### config.mk
export PLATFORM = sky130hd
export DESIGN_NAME = xsd_decode
export DESIGN_NICKNAME = d
export VERILOG_FILES = /design/src/shared/xsd_pkg.sv /design/src/rtl/xsd_decode.sv /design/src/rtl/xsd_phase.sv /design/src/rtl/xsd_offset_add.sv
export SDC_FILE = /design/constraint.sdc
export NUM_CORES = 1
export LEC_CHECK = 0
export ABC_AREA = 1
export BUFFER_PORTS_ARGS = -buffer_cell sky130_fd_sc_hd__buf_2
export CORE_MARGIN = 5
export CORE_UTILIZATION = 37
export CTS_CLUSTER_DIAMETER = 100
export DETAILED_ROUTE_END_ITERATION = 8
export PLACE_DENSITY = 0.58
export SETUP_SLACK_MARGIN = 0.4
export SLEW_MARGIN = 15
export SYNTH_ARGS = -nofsm -noshare
export SYNTH_HDL_FRONTEND = slang
export SYNTH_SLANG_ARGS = --single-unit
### constraint.sdc
create_clock -name clk_i -period 2.7 [get_ports clk_i]
set_input_delay 0.54 -clock clk_i [delete_from_list [all_inputs] [get_ports clk_i]]
set_output_delay 0.54 -clock clk_i [all_outputs]
set_load 0.1 [all_outputs]
### src/shared/xsd_pkg.sv
// Constants, opcode patterns, register map and state codes of the
// extended stack instruction decoder.
// Assumes a 12-bit data address space and an 8-bit data path.
`default_nettype none
package xsd_pkg;
  // ---------------------------------------------------------------
  // Widths and phases
  // ---------------------------------------------------------------
  localparam int ADDR_W = 12;
  localparam int DATA_W = 8;
  localparam int NPTR   = 3;
  localparam int PH_Q1  = 0;
  localparam int PH_Q2  = 1;
  localparam int PH_Q3  = 2;
  localparam int PH_Q4  = 3;
  localparam logic [3:0] PH_RESET = 4'h1;

  // ---------------------------------------------------------------
  // Opcode patterns
  // ---------------------------------------------------------------
  localparam logic [8:0] OPC_MOVE_W1 = 9'h1d7;  // 1110 1011 1
  localparam logic [3:0] OPC_MOVE_W2 = 4'hf;
  localparam logic [7:0] OPC_PUSH    = 8'hea;
  localparam logic [7:0] OPC_SUB     = 8'he9;
  localparam logic [1:0] SEL_RETURN  = 2'h3;
  localparam logic [1:0] SEL_FRAME   = 2'h2;
  localparam logic [7:0] ACC_LAST    = 8'h5f;
  localparam logic [3:0] ACC_LOW_PG  = 4'h0;
  localparam logic [3:0] ACC_HIGH_PG = 4'hf;
  localparam int         ACC_BIT     = 8;
  localparam int         DEST_BIT    = 9;

  // ---------------------------------------------------------------
  // Special data addresses (placement arbitrary)
  // ---------------------------------------------------------------
  localparam logic [11:0] PC_LOW_ADDR = 12'hff9;
  localparam logic [11:0] TOP_U_ADDR  = 12'hfff;
  localparam logic [11:0] TOP_H_ADDR  = 12'hffe;
  localparam logic [11:0] TOP_L_ADDR  = 12'hffd;
  localparam logic [11:0] IND_FIRST   = 12'hfd9;
  localparam logic [11:0] IND_LAST    = 12'hfef;

  // ---------------------------------------------------------------
  // Register map
  // ---------------------------------------------------------------
  localparam logic [7:0] REG_CTRL     = 8'h00;
  localparam logic [7:0] REG_STAT     = 8'h04;
  localparam logic [7:0] REG_PTR_BASE = 8'h08;
  localparam logic [7:0] REG_BANK     = 8'h14;
  localparam int         CTRL_EXT_BIT = 0;
  localparam int         STAT_DROP    = 4;
  localparam logic       EXT_RESET    = 1'b0;

  typedef enum logic [2:0] {
    ST_IDLE = 3'b001,
    ST_MOVE = 3'b010,
    ST_NOP  = 3'b100
  } xsd_state_e;

  function automatic logic xsd_is_indirect(input logic [11:0] a);
    return (a >= IND_FIRST) && (a <= IND_LAST);
  endfunction : xsd_is_indirect

  function automatic logic xsd_is_locked(input logic [11:0] a);
    return (a == PC_LOW_ADDR) || (a == TOP_U_ADDR) || (a == TOP_H_ADDR) || (a == TOP_L_ADDR);
  endfunction : xsd_is_locked
endpackage : xsd_pkg
`default_nettype wire

### src/rtl/xsd_decode.sv
// Extended stack instruction decode and execute unit.
// Assumes the core presents each program word for a whole instruction
// cycle, serves data reads in the same clock as mem_re_o, and owns flags.
`timescale 1ns/1ps
`default_nettype none
module xsd_decode
  import xsd_pkg::*;
(
  // Clock and reset
  input  wire logic              clk_i,
  input  wire logic              rst_i,
  // Wishbone slave
  input  wire logic              wb_cyc_i,
  input  wire logic              wb_stb_i,
  input  wire logic              wb_we_i,
  input  wire logic [7:0]        wb_adr_i,
  input  wire logic [3:0]        wb_sel_i,
  input  wire logic [31:0]       wb_dat_i,
  output var  logic [31:0]       wb_dat_o,
  output var  logic              wb_ack_o,
  // Program word from fetch
  input  wire logic [15:0]       instr_i,
  input  wire logic              instr_valid_i,
  input  wire logic              operand_use_i,
  input  wire logic [20:0]       ret_top_i,
  // Data memory
  input  wire logic [DATA_W-1:0] mem_rdata_i,
  output var  logic [ADDR_W-1:0] mem_addr_o,
  output var  logic [DATA_W-1:0] mem_wdata_o,
  output var  logic              mem_we_o,
  output var  logic              mem_re_o,
  // Core control
  output var  logic              pc_load_o,
  output var  logic [20:0]       pc_value_o,
  output var  logic [ADDR_W-1:0] op_addr_o,
  output var  logic              op_valid_o,
  output var  logic              op_to_wreg_o,
  output var  logic              flags_hold_o,
  output var  logic              word_absorbed_o
);
  // -----------------------------------------------------------------
  // Phase, state and decode
  // -----------------------------------------------------------------
  logic [3:0]        ph;
  xsd_state_e        state;
  logic [15:0]       ir;
  logic              ext_en;
  logic [3:0]        bank;
  logic [ADDR_W-1:0] fsp [NPTR];
  logic              k_move1, k_move2, k_push, k_sub, k_ret, k_std;
  logic [DATA_W-1:0] move_data;
  logic              drop_flag;
  logic [ADDR_W-1:0] sum7, sum8, std_addr;
  logic              dst_drop;
  logic              wb_req, wb_wr, drop_clr;
  logic              is_move1, is_push, is_sub, is_ret;

  xsd_phase u_phase (
    .clk_i   (clk_i),
    .rst_i   (rst_i),
    .phase_o (ph)
  );

  // Frame pointer plus move offset, and plus operand offset
  xsd_offset_add #(.OFF_W(7)) u_add_move (
    .base_i (fsp[SEL_FRAME]),
    .off_i  (ir[6:0]),
    .sum_o  (sum7)
  );
  xsd_offset_add #(.OFF_W(8)) u_add_std (
    .base_i (fsp[SEL_FRAME]),
    .off_i  (ir[7:0]),
    .sum_o  (sum8)
  );

  assign is_move1 = ext_en && (instr_i[15:7] == OPC_MOVE_W1);
  assign is_push  = ext_en && (instr_i[15:8] == OPC_PUSH);
  assign is_sub   = ext_en && (instr_i[15:8] == OPC_SUB) && (instr_i[7:6] != SEL_RETURN);
  assign is_ret   = ext_en && (instr_i[15:8] == OPC_SUB) && (instr_i[7:6] == SEL_RETURN);

  // Decode phase: classify the word and step the sequence
  always_ff @(posedge clk_i) begin
    if (rst_i) begin
      state           <= ST_IDLE;
      ir              <= 16'h0000;
      k_move1         <= 1'b0;
      k_move2         <= 1'b0;
      k_push          <= 1'b0;
      k_sub           <= 1'b0;
      k_ret           <= 1'b0;
      k_std           <= 1'b0;
      flags_hold_o    <= 1'b0;
      word_absorbed_o <= 1'b0;
    end else if (ph[PH_Q1]) begin
      ir      <= instr_i;
      k_move1 <= 1'b0;
      k_move2 <= 1'b0;
      k_push  <= 1'b0;
      k_sub   <= 1'b0;
      k_ret   <= 1'b0;
      k_std   <= 1'b0;
      unique case (state)
        ST_IDLE: begin
          k_move1         <= instr_valid_i && is_move1;
          k_push          <= instr_valid_i && is_push;
          k_sub           <= instr_valid_i && is_sub;
          k_ret           <= instr_valid_i && is_ret;
          k_std           <= instr_valid_i && operand_use_i && !(is_move1 || is_push || is_sub || is_ret);
          flags_hold_o    <= instr_valid_i && (is_move1 || is_push || is_sub || is_ret);
          word_absorbed_o <= 1'b0;
          if (instr_valid_i && is_move1) begin
            state <= ST_MOVE;
          end else if (instr_valid_i && is_ret) begin
            state <= ST_NOP;
          end
        end
        ST_MOVE: begin
          // A bad second word runs as a no-operation
          k_move2         <= instr_valid_i && (instr_i[15:12] == OPC_MOVE_W2);
          flags_hold_o    <= 1'b1;
          word_absorbed_o <= 1'b1;
          if (instr_valid_i) begin
            state <= ST_IDLE;
          end
        end
        ST_NOP: begin
          flags_hold_o    <= 1'b1;
          word_absorbed_o <= 1'b1;
          state           <= ST_IDLE;
        end
      endcase
    end
  end

  // -----------------------------------------------------------------
  // Data memory access
  // -----------------------------------------------------------------
  assign dst_drop = xsd_is_locked(sum7) || xsd_is_indirect(sum7);

  always_ff @(posedge clk_i) begin
    if (rst_i) begin
      mem_addr_o  <= '0;
      mem_wdata_o <= '0;
      mem_we_o    <= 1'b0;
      mem_re_o    <= 1'b0;
    end else begin
      mem_we_o <= 1'b0;
      mem_re_o <= 1'b0;
      if (ph[PH_Q3]) begin
        if (k_move1) begin
          mem_re_o   <= 1'b1;
          mem_addr_o <= sum7;
        end else if (k_move2 && !dst_drop) begin
          mem_we_o    <= 1'b1;
          mem_addr_o  <= sum7;
          mem_wdata_o <= move_data;
        end else if (k_push) begin
          mem_we_o    <= 1'b1;
          mem_addr_o  <= fsp[SEL_FRAME];
          mem_wdata_o <= ir[7:0];
        end
      end
    end
  end

  // Source byte taken at the end of Q4 of the first cycle
  always_ff @(posedge clk_i) begin
    if (rst_i) begin
      move_data <= '0;
    end else if (ph[PH_Q4] && k_move1) begin
      move_data <= xsd_is_indirect(mem_addr_o) ? '0 : mem_rdata_i;
    end
  end

  // -----------------------------------------------------------------
  // Pointers and return
  // -----------------------------------------------------------------
  // Software writes lose against a same-cycle hardware update
  always_ff @(posedge clk_i) begin
    if (rst_i) begin
      for (int i = 0; i < NPTR; i++) begin
        fsp[i] <= '0;
      end
    end else begin
      for (int i = 0; i < NPTR; i++) begin
        if (wb_wr && (wb_adr_i[7:2] == REG_PTR_BASE[7:2] + 6'(i))) begin
          if (wb_sel_i[0]) begin
            fsp[i][7:0] <= wb_dat_i[7:0];
          end
          if (wb_sel_i[1]) begin
            fsp[i][11:8] <= wb_dat_i[11:8];
          end
        end
      end
      if (ph[PH_Q4]) begin
        if (k_push) begin
          fsp[SEL_FRAME] <= fsp[SEL_FRAME] - 12'h001;
        end else if (k_sub) begin
          fsp[ir[7:6]] <= fsp[ir[7:6]] - {6'h00, ir[5:0]};
        end else if (k_ret) begin
          fsp[SEL_FRAME] <= fsp[SEL_FRAME] - {6'h00, ir[5:0]};
        end
      end
    end
  end

  always_ff @(posedge clk_i) begin
    if (rst_i) begin
      pc_load_o  <= 1'b0;
      pc_value_o <= '0;
    end else begin
      pc_load_o <= ph[PH_Q4] && k_ret;
      if (ph[PH_Q4] && k_ret) begin
        pc_value_o <= ret_top_i;
      end
    end
  end

  // -----------------------------------------------------------------
  // Operand resolution for standard instructions
  // -----------------------------------------------------------------
  always_comb begin
    if (ir[ACC_BIT]) begin
      std_addr = {bank, ir[7:0]};
    end else if (ext_en && (ir[7:0] <= ACC_LAST)) begin
      std_addr = sum8;
    end else if (ir[7:0] <= ACC_LAST) begin
      std_addr = {ACC_LOW_PG, ir[7:0]};
    end else begin
      std_addr = {ACC_HIGH_PG, ir[7:0]};
    end
  end

  always_ff @(posedge clk_i) begin
    if (rst_i) begin
      op_addr_o    <= '0;
      op_valid_o   <= 1'b0;
      op_to_wreg_o <= 1'b0;
    end else if (ph[PH_Q1]) begin
      op_valid_o <= 1'b0;
    end else if (ph[PH_Q2] && k_std) begin
      op_addr_o    <= std_addr;
      op_valid_o   <= 1'b1;
      op_to_wreg_o <= !ir[DEST_BIT];
    end
  end

  // -----------------------------------------------------------------
  // Wishbone registers
  // -----------------------------------------------------------------
  assign wb_req   = wb_cyc_i && wb_stb_i && !wb_ack_o;
  assign wb_wr    = wb_req && wb_we_i;
  assign drop_clr = wb_wr && (wb_adr_i == REG_STAT) && wb_sel_i[0] && wb_dat_i[STAT_DROP];

  always_ff @(posedge clk_i) begin
    if (rst_i) begin
      ext_en <= EXT_RESET;
      bank   <= 4'h0;
    end else if (wb_wr && wb_sel_i[0]) begin
      if (wb_adr_i == REG_CTRL) begin
        ext_en <= wb_dat_i[CTRL_EXT_BIT];
      end
      if (wb_adr_i == REG_BANK) begin
        bank <= wb_dat_i[3:0];
      end
    end
  end

  // Set wins over a same-cycle clear
  always_ff @(posedge clk_i) begin
    if (rst_i) begin
      drop_flag <= 1'b0;
    end else if (ph[PH_Q3] && k_move2 && dst_drop) begin
      drop_flag <= 1'b1;
    end else if (drop_clr) begin
      drop_flag <= 1'b0;
    end
  end

  always_ff @(posedge clk_i) begin
    if (rst_i) begin
      wb_ack_o <= 1'b0;
      wb_dat_o <= '0;
    end else begin
      wb_ack_o <= wb_req;
      wb_dat_o <= '0;
      if (wb_req && !wb_we_i) begin
        if (wb_adr_i == REG_CTRL) begin
          wb_dat_o[CTRL_EXT_BIT] <= ext_en;
        end else if (wb_adr_i == REG_STAT) begin
          wb_dat_o[STAT_DROP] <= drop_flag;
          wb_dat_o[2:0]       <= state;
        end else if (wb_adr_i == REG_BANK) begin
          wb_dat_o[3:0] <= bank;
        end else begin
          for (int i = 0; i < NPTR; i++) begin
            if (wb_adr_i[7:2] == REG_PTR_BASE[7:2] + 6'(i)) begin
              wb_dat_o[ADDR_W-1:0] <= fsp[i];
            end
          end
        end
      end
    end
  end
endmodule : xsd_decode
`default_nettype wire

### src/rtl/xsd_phase.sv
// Four-phase instruction cycle sequencer, one clock per phase.
// Assumes a synchronous active-high reset shared with the core.
`timescale 1ns/1ps
`default_nettype none
module xsd_phase
  import xsd_pkg::*;
(
  // Clock and reset
  input  wire logic       clk_i,
  input  wire logic       rst_i,
  // One-hot phase, bit 0 is the decode phase
  output var  logic [3:0] phase_o
);
  always_ff @(posedge clk_i) begin
    if (rst_i) begin
      phase_o <= PH_RESET;
    end else begin
      phase_o <= {phase_o[2:0], phase_o[3]};
    end
  end
endmodule : xsd_phase
`default_nettype wire

### src/rtl/xsd_offset_add.sv
// Adds an unsigned offset to a data address; wraps inside the space.
// Assumes OFF_W is narrower than the address.
`timescale 1ns/1ps
`default_nettype none
module xsd_offset_add
  import xsd_pkg::*;
#(
  parameter int OFF_W = 7
) (
  // Operands
  input  wire logic [ADDR_W-1:0] base_i,
  input  wire logic [OFF_W-1:0]  off_i,
  // Result
  output wire logic [ADDR_W-1:0] sum_o
);
  assign sum_o = base_i + {{(ADDR_W-OFF_W){1'b0}}, off_i};
endmodule : xsd_offset_add
`default_nettype wire

==> flow_summary.json <==
{
  "nets": 1585,
  "ys_async_sr_fraction_pct": 0,
  "syn_inst": 1238,
  "layout_min_cycle_time_ns": 2.66,
  "netlist.top_cell.by_area": "dfxtp_1",
  "hp-start": "instr_i[5]",
  "grt_pass1_vias": 8118,
  "final_layout_size_suffix_gt1_share_pct": 27.7,
  "track_usage_pct": 20.1,
  "min_path_cells": 3,
  "finish.utilization_pct": 50.2,
  "cpMaxStageDelayCell": "edfxtp_1",
  "gr-total-overflow": 0,
  "htreeDepth": 4,
  "r2r.worst_path.cells": 20,
  "initial_utilization_pct": 37.7,
  "portBuffers": 146,
  "syn-cell-area_um2": 8910,
  "antenna_found_initial": 0,
  "crit_type": "flop to flop",
  "leakagePower_uw": 0.00544,
  "coreArea_um2": 23600,
  "worstPathCellList": "ha_2 -> inv_2 -> fa_2 -> inv_2 -> nand2_4 -> nand2_4 -> nand4_1 -> nand2_1 -> nand2_1 -> nand2_2 -> nand2_2 -> nor2_4 -> nand2_4 -> nand2_8 -> nand2_4 -> nand2_8 -> buf_12 -> nand2_1 -> nand2_1 -> nor2_1",
  "fmax_ghz": 0.376,
  "hold_viol": 0,
  "ys_top_cells_by_count": "nand2_1 (276), nor2_1 (168), inv_1 (146)",
  "dp.cells": 1728,
  "cts-root-buf": "clkbuf_16",
  "routed_via_density": 4.92,
  "post_dp_cell_area_um2": 10400,
  "synth_area_leaders": "dfxtp_1 (25%), edfxtp_1 (16%), nand2_1 (12%)",
  "hold_buffers": 0,
  "grt_max_degree": 61,
  "endpoint_kind": "flop",
  "maxCapViolations": 0,
  "path_clk_slew_ns": 0.07,
  "irDropWorstVdd_uv": 304,
  "synth_edf_count": 48,
  "max-slew-margin-rel_pct": 49.1,
  "ys_seq_area_share_pct": 41.4,
  "rows": 56,
  "tightest_slew_ns": 0.762,
  "wire_per_inst_um": 16.1,
  "arrival_ns": 2.98,
  "fin_crit_sh_pct": 98.5,
  "synth_top_area_share_pct": 25.2,
  "yosysWarnings": 0,
  "power_density_nw_per_um2": 524,
  "cts_tree": "built",
  "finalMaxSlewViolations": 0,
  "fin_area_um2": 11900,
  "die_w_um": 165,
  "worstReg2RegStart": "fsp[2][0]",
  "holdCritPathClass": "input pin to flop",
  "synth.avg_cell_area_um2": 7.19,
  "fin_worst_skew_ns": 0.0114,
  "cp-start-kind": "flop",
  "crit_fanout": 7,
  "status": "finished clean",
  "drc_errors": 0,
  "cts_num_sinks": 160,
  "wl_mm": 28.9,
  "grt_setup_unrepaired": "true",
  "final_antenna_net_count": 0,
  "drtPass1Iterations": 8,
  "final_cell_count_no_fill": 1797,
  "via_count": 8848,
  "boundaryPins": 189,
  "cp.required_ns": 3.02,
  "drt_iter0_drc": 680,
  "routabilityCongestion": 0.882,
  "areaGrowthSynthToFinish_pct": 33.2,
  "synth.most_common_cell": "nand2_1",
  "ys_seq_elements": 160,
  "clk_path_buf_depth": 2,
  "cts-buffers-inserted": 17,
  "crit_start": "fsp[2][0]",
  "setup_violations": 0,
  "die_h_um": 165,
  "grt_pass1_wl_mm": 43.0,
  "dieArea_um2": 27300,
  "synth_ff_type": "dfxtp_1",
  "insertion_delay_ns": 0.43,
  "dp_hpwl_mm": 21.8,
  "critPathMaxStageDelay_ns": 0.41,
  "antennaDiodeCount": 0,
  "synth_cell_types": 49,
  "fin_tns_setup_ns": 0
}
[cells by family (layout without fill, tap and decap cells)]
kind of cell,Yosys count,count (layout),share of synthesized area [%]
compound gates,264,264,16.5
xor+xnor,23,23,2.26
fa+ha+maj,24,24,3.62
buf+inv,218,436,10.7
flops,160,160,41.4
other cells,1,20,0.0421
simple gates,548,551,25.6
[layout by cell type (no fill, tap or decap), drive strengths merged, types with 3 or more instances in the layout]
| cell type | netlist | routed |
|---|---|---|
| xor2 | 18 | 18 |
| conb | 1 | 20 |
| o21ai | 137 | 137 |
| xnor2 | 5 | 5 |
| dfxtp | 112 | 112 |
| o22ai | 5 | 5 |
| nor3 | 17 | 17 |
| nand3 | 55 | 55 |
| a31oi | 6 | 6 |
| a32oi | 3 | 3 |
| inv | 151 | 157 |
| a211oi | 4 | 4 |
| a221oi | 10 | 10 |
| edfxtp | 48 | 48 |
| a22oi | 6 | 6 |
| nand2 | 291 | 294 |
| ha | 21 | 21 |
| o211ai | 8 | 8 |
| a21oi | 75 | 75 |
| clkinv | 5 | 10 |
| clkbuf | 27 | 21 |
| nor2 | 173 | 173 |
| nand3b | 3 | 3 |
| o31ai | 3 | 3 |
| buf | 35 | 247 |
| nand4 | 6 | 6 |
| fa | 3 | 3 |
[cell type report]
| type | instances | area (um^2) |
|---|---|---|
| inverter | 156 | 611 |
| clock buffer | 20 | 447 |
| sequential | 160 | 3690 |
| multi-input combinational | 882 | 4920 |
| fill | 2356 | 11800 |
| tap | 319 | 399 |
| timing repair buffer | 248 | 1640 |
| clock inverter | 12 | 146 |
[critical path: cells and delay by family, from the launching register on]
kind,cells,cell delay [ns]
fa+ha+maj,2,0.58
buf+inv,3,0.25
simple gates,15,1.30
flops,1,0.41
[final timing paths]
kind                              to  slack [ns]
setup / recovery       mem_addr_o[6]        0.04
hold reg to reg   u_phase.phase_o[2]        0.44
setup reg to reg       mem_addr_o[6]        0.04
hold / removal                 ir[5]        0.34
[flip-flops by register name (all words and copies together), names as in the netlist, 3 cells and up, named ones only]
name             count
bank                 4
fsp                 48
ir                  10
mem_addr_o          12
mem_wdata_o          8
move_data            8
op_addr_o           12
pc_value_o          21
state                3
u_phase.phase_o      4
wb_dat_o            12
[routing by layer]
metal	GRT usage (%)	wire [um]
met5	0	0
met4	5.14	544
met3	3.25	1810
met2	33.4	13500
met1	27.3	13000
[repair_timing]
item	4_1_cts	5_1_grt
endpoints found under the setup margin	49	60
gates cloned	0	4
pin swaps	26	57
setup buffers	19	14
resized for setup	53	103
[stage by stage]
step / hold WS, ns / power [uW] / setup WS, ns
finish: 0.339 / 6220 / 0.0401
global route: 0.341 / 6430 / -0.125
CTS: 0.335 / 6100 / 0.142
detailed placement: 0.426 / 3550 / -0.00753
global placement: 0.422 / 3540 / 0.0278
floorplan: 0.403 / 3270 / 0.241
[report_power, final]
group	total, uW	leakage [uW]	internal [uW]	switching, uW
combinational	1150	0.00376	418	734
clock	2490	0.000291	1340	1150
sequential	2570	0.00139	2530	44.7
(Power assumes the default switching activity.)
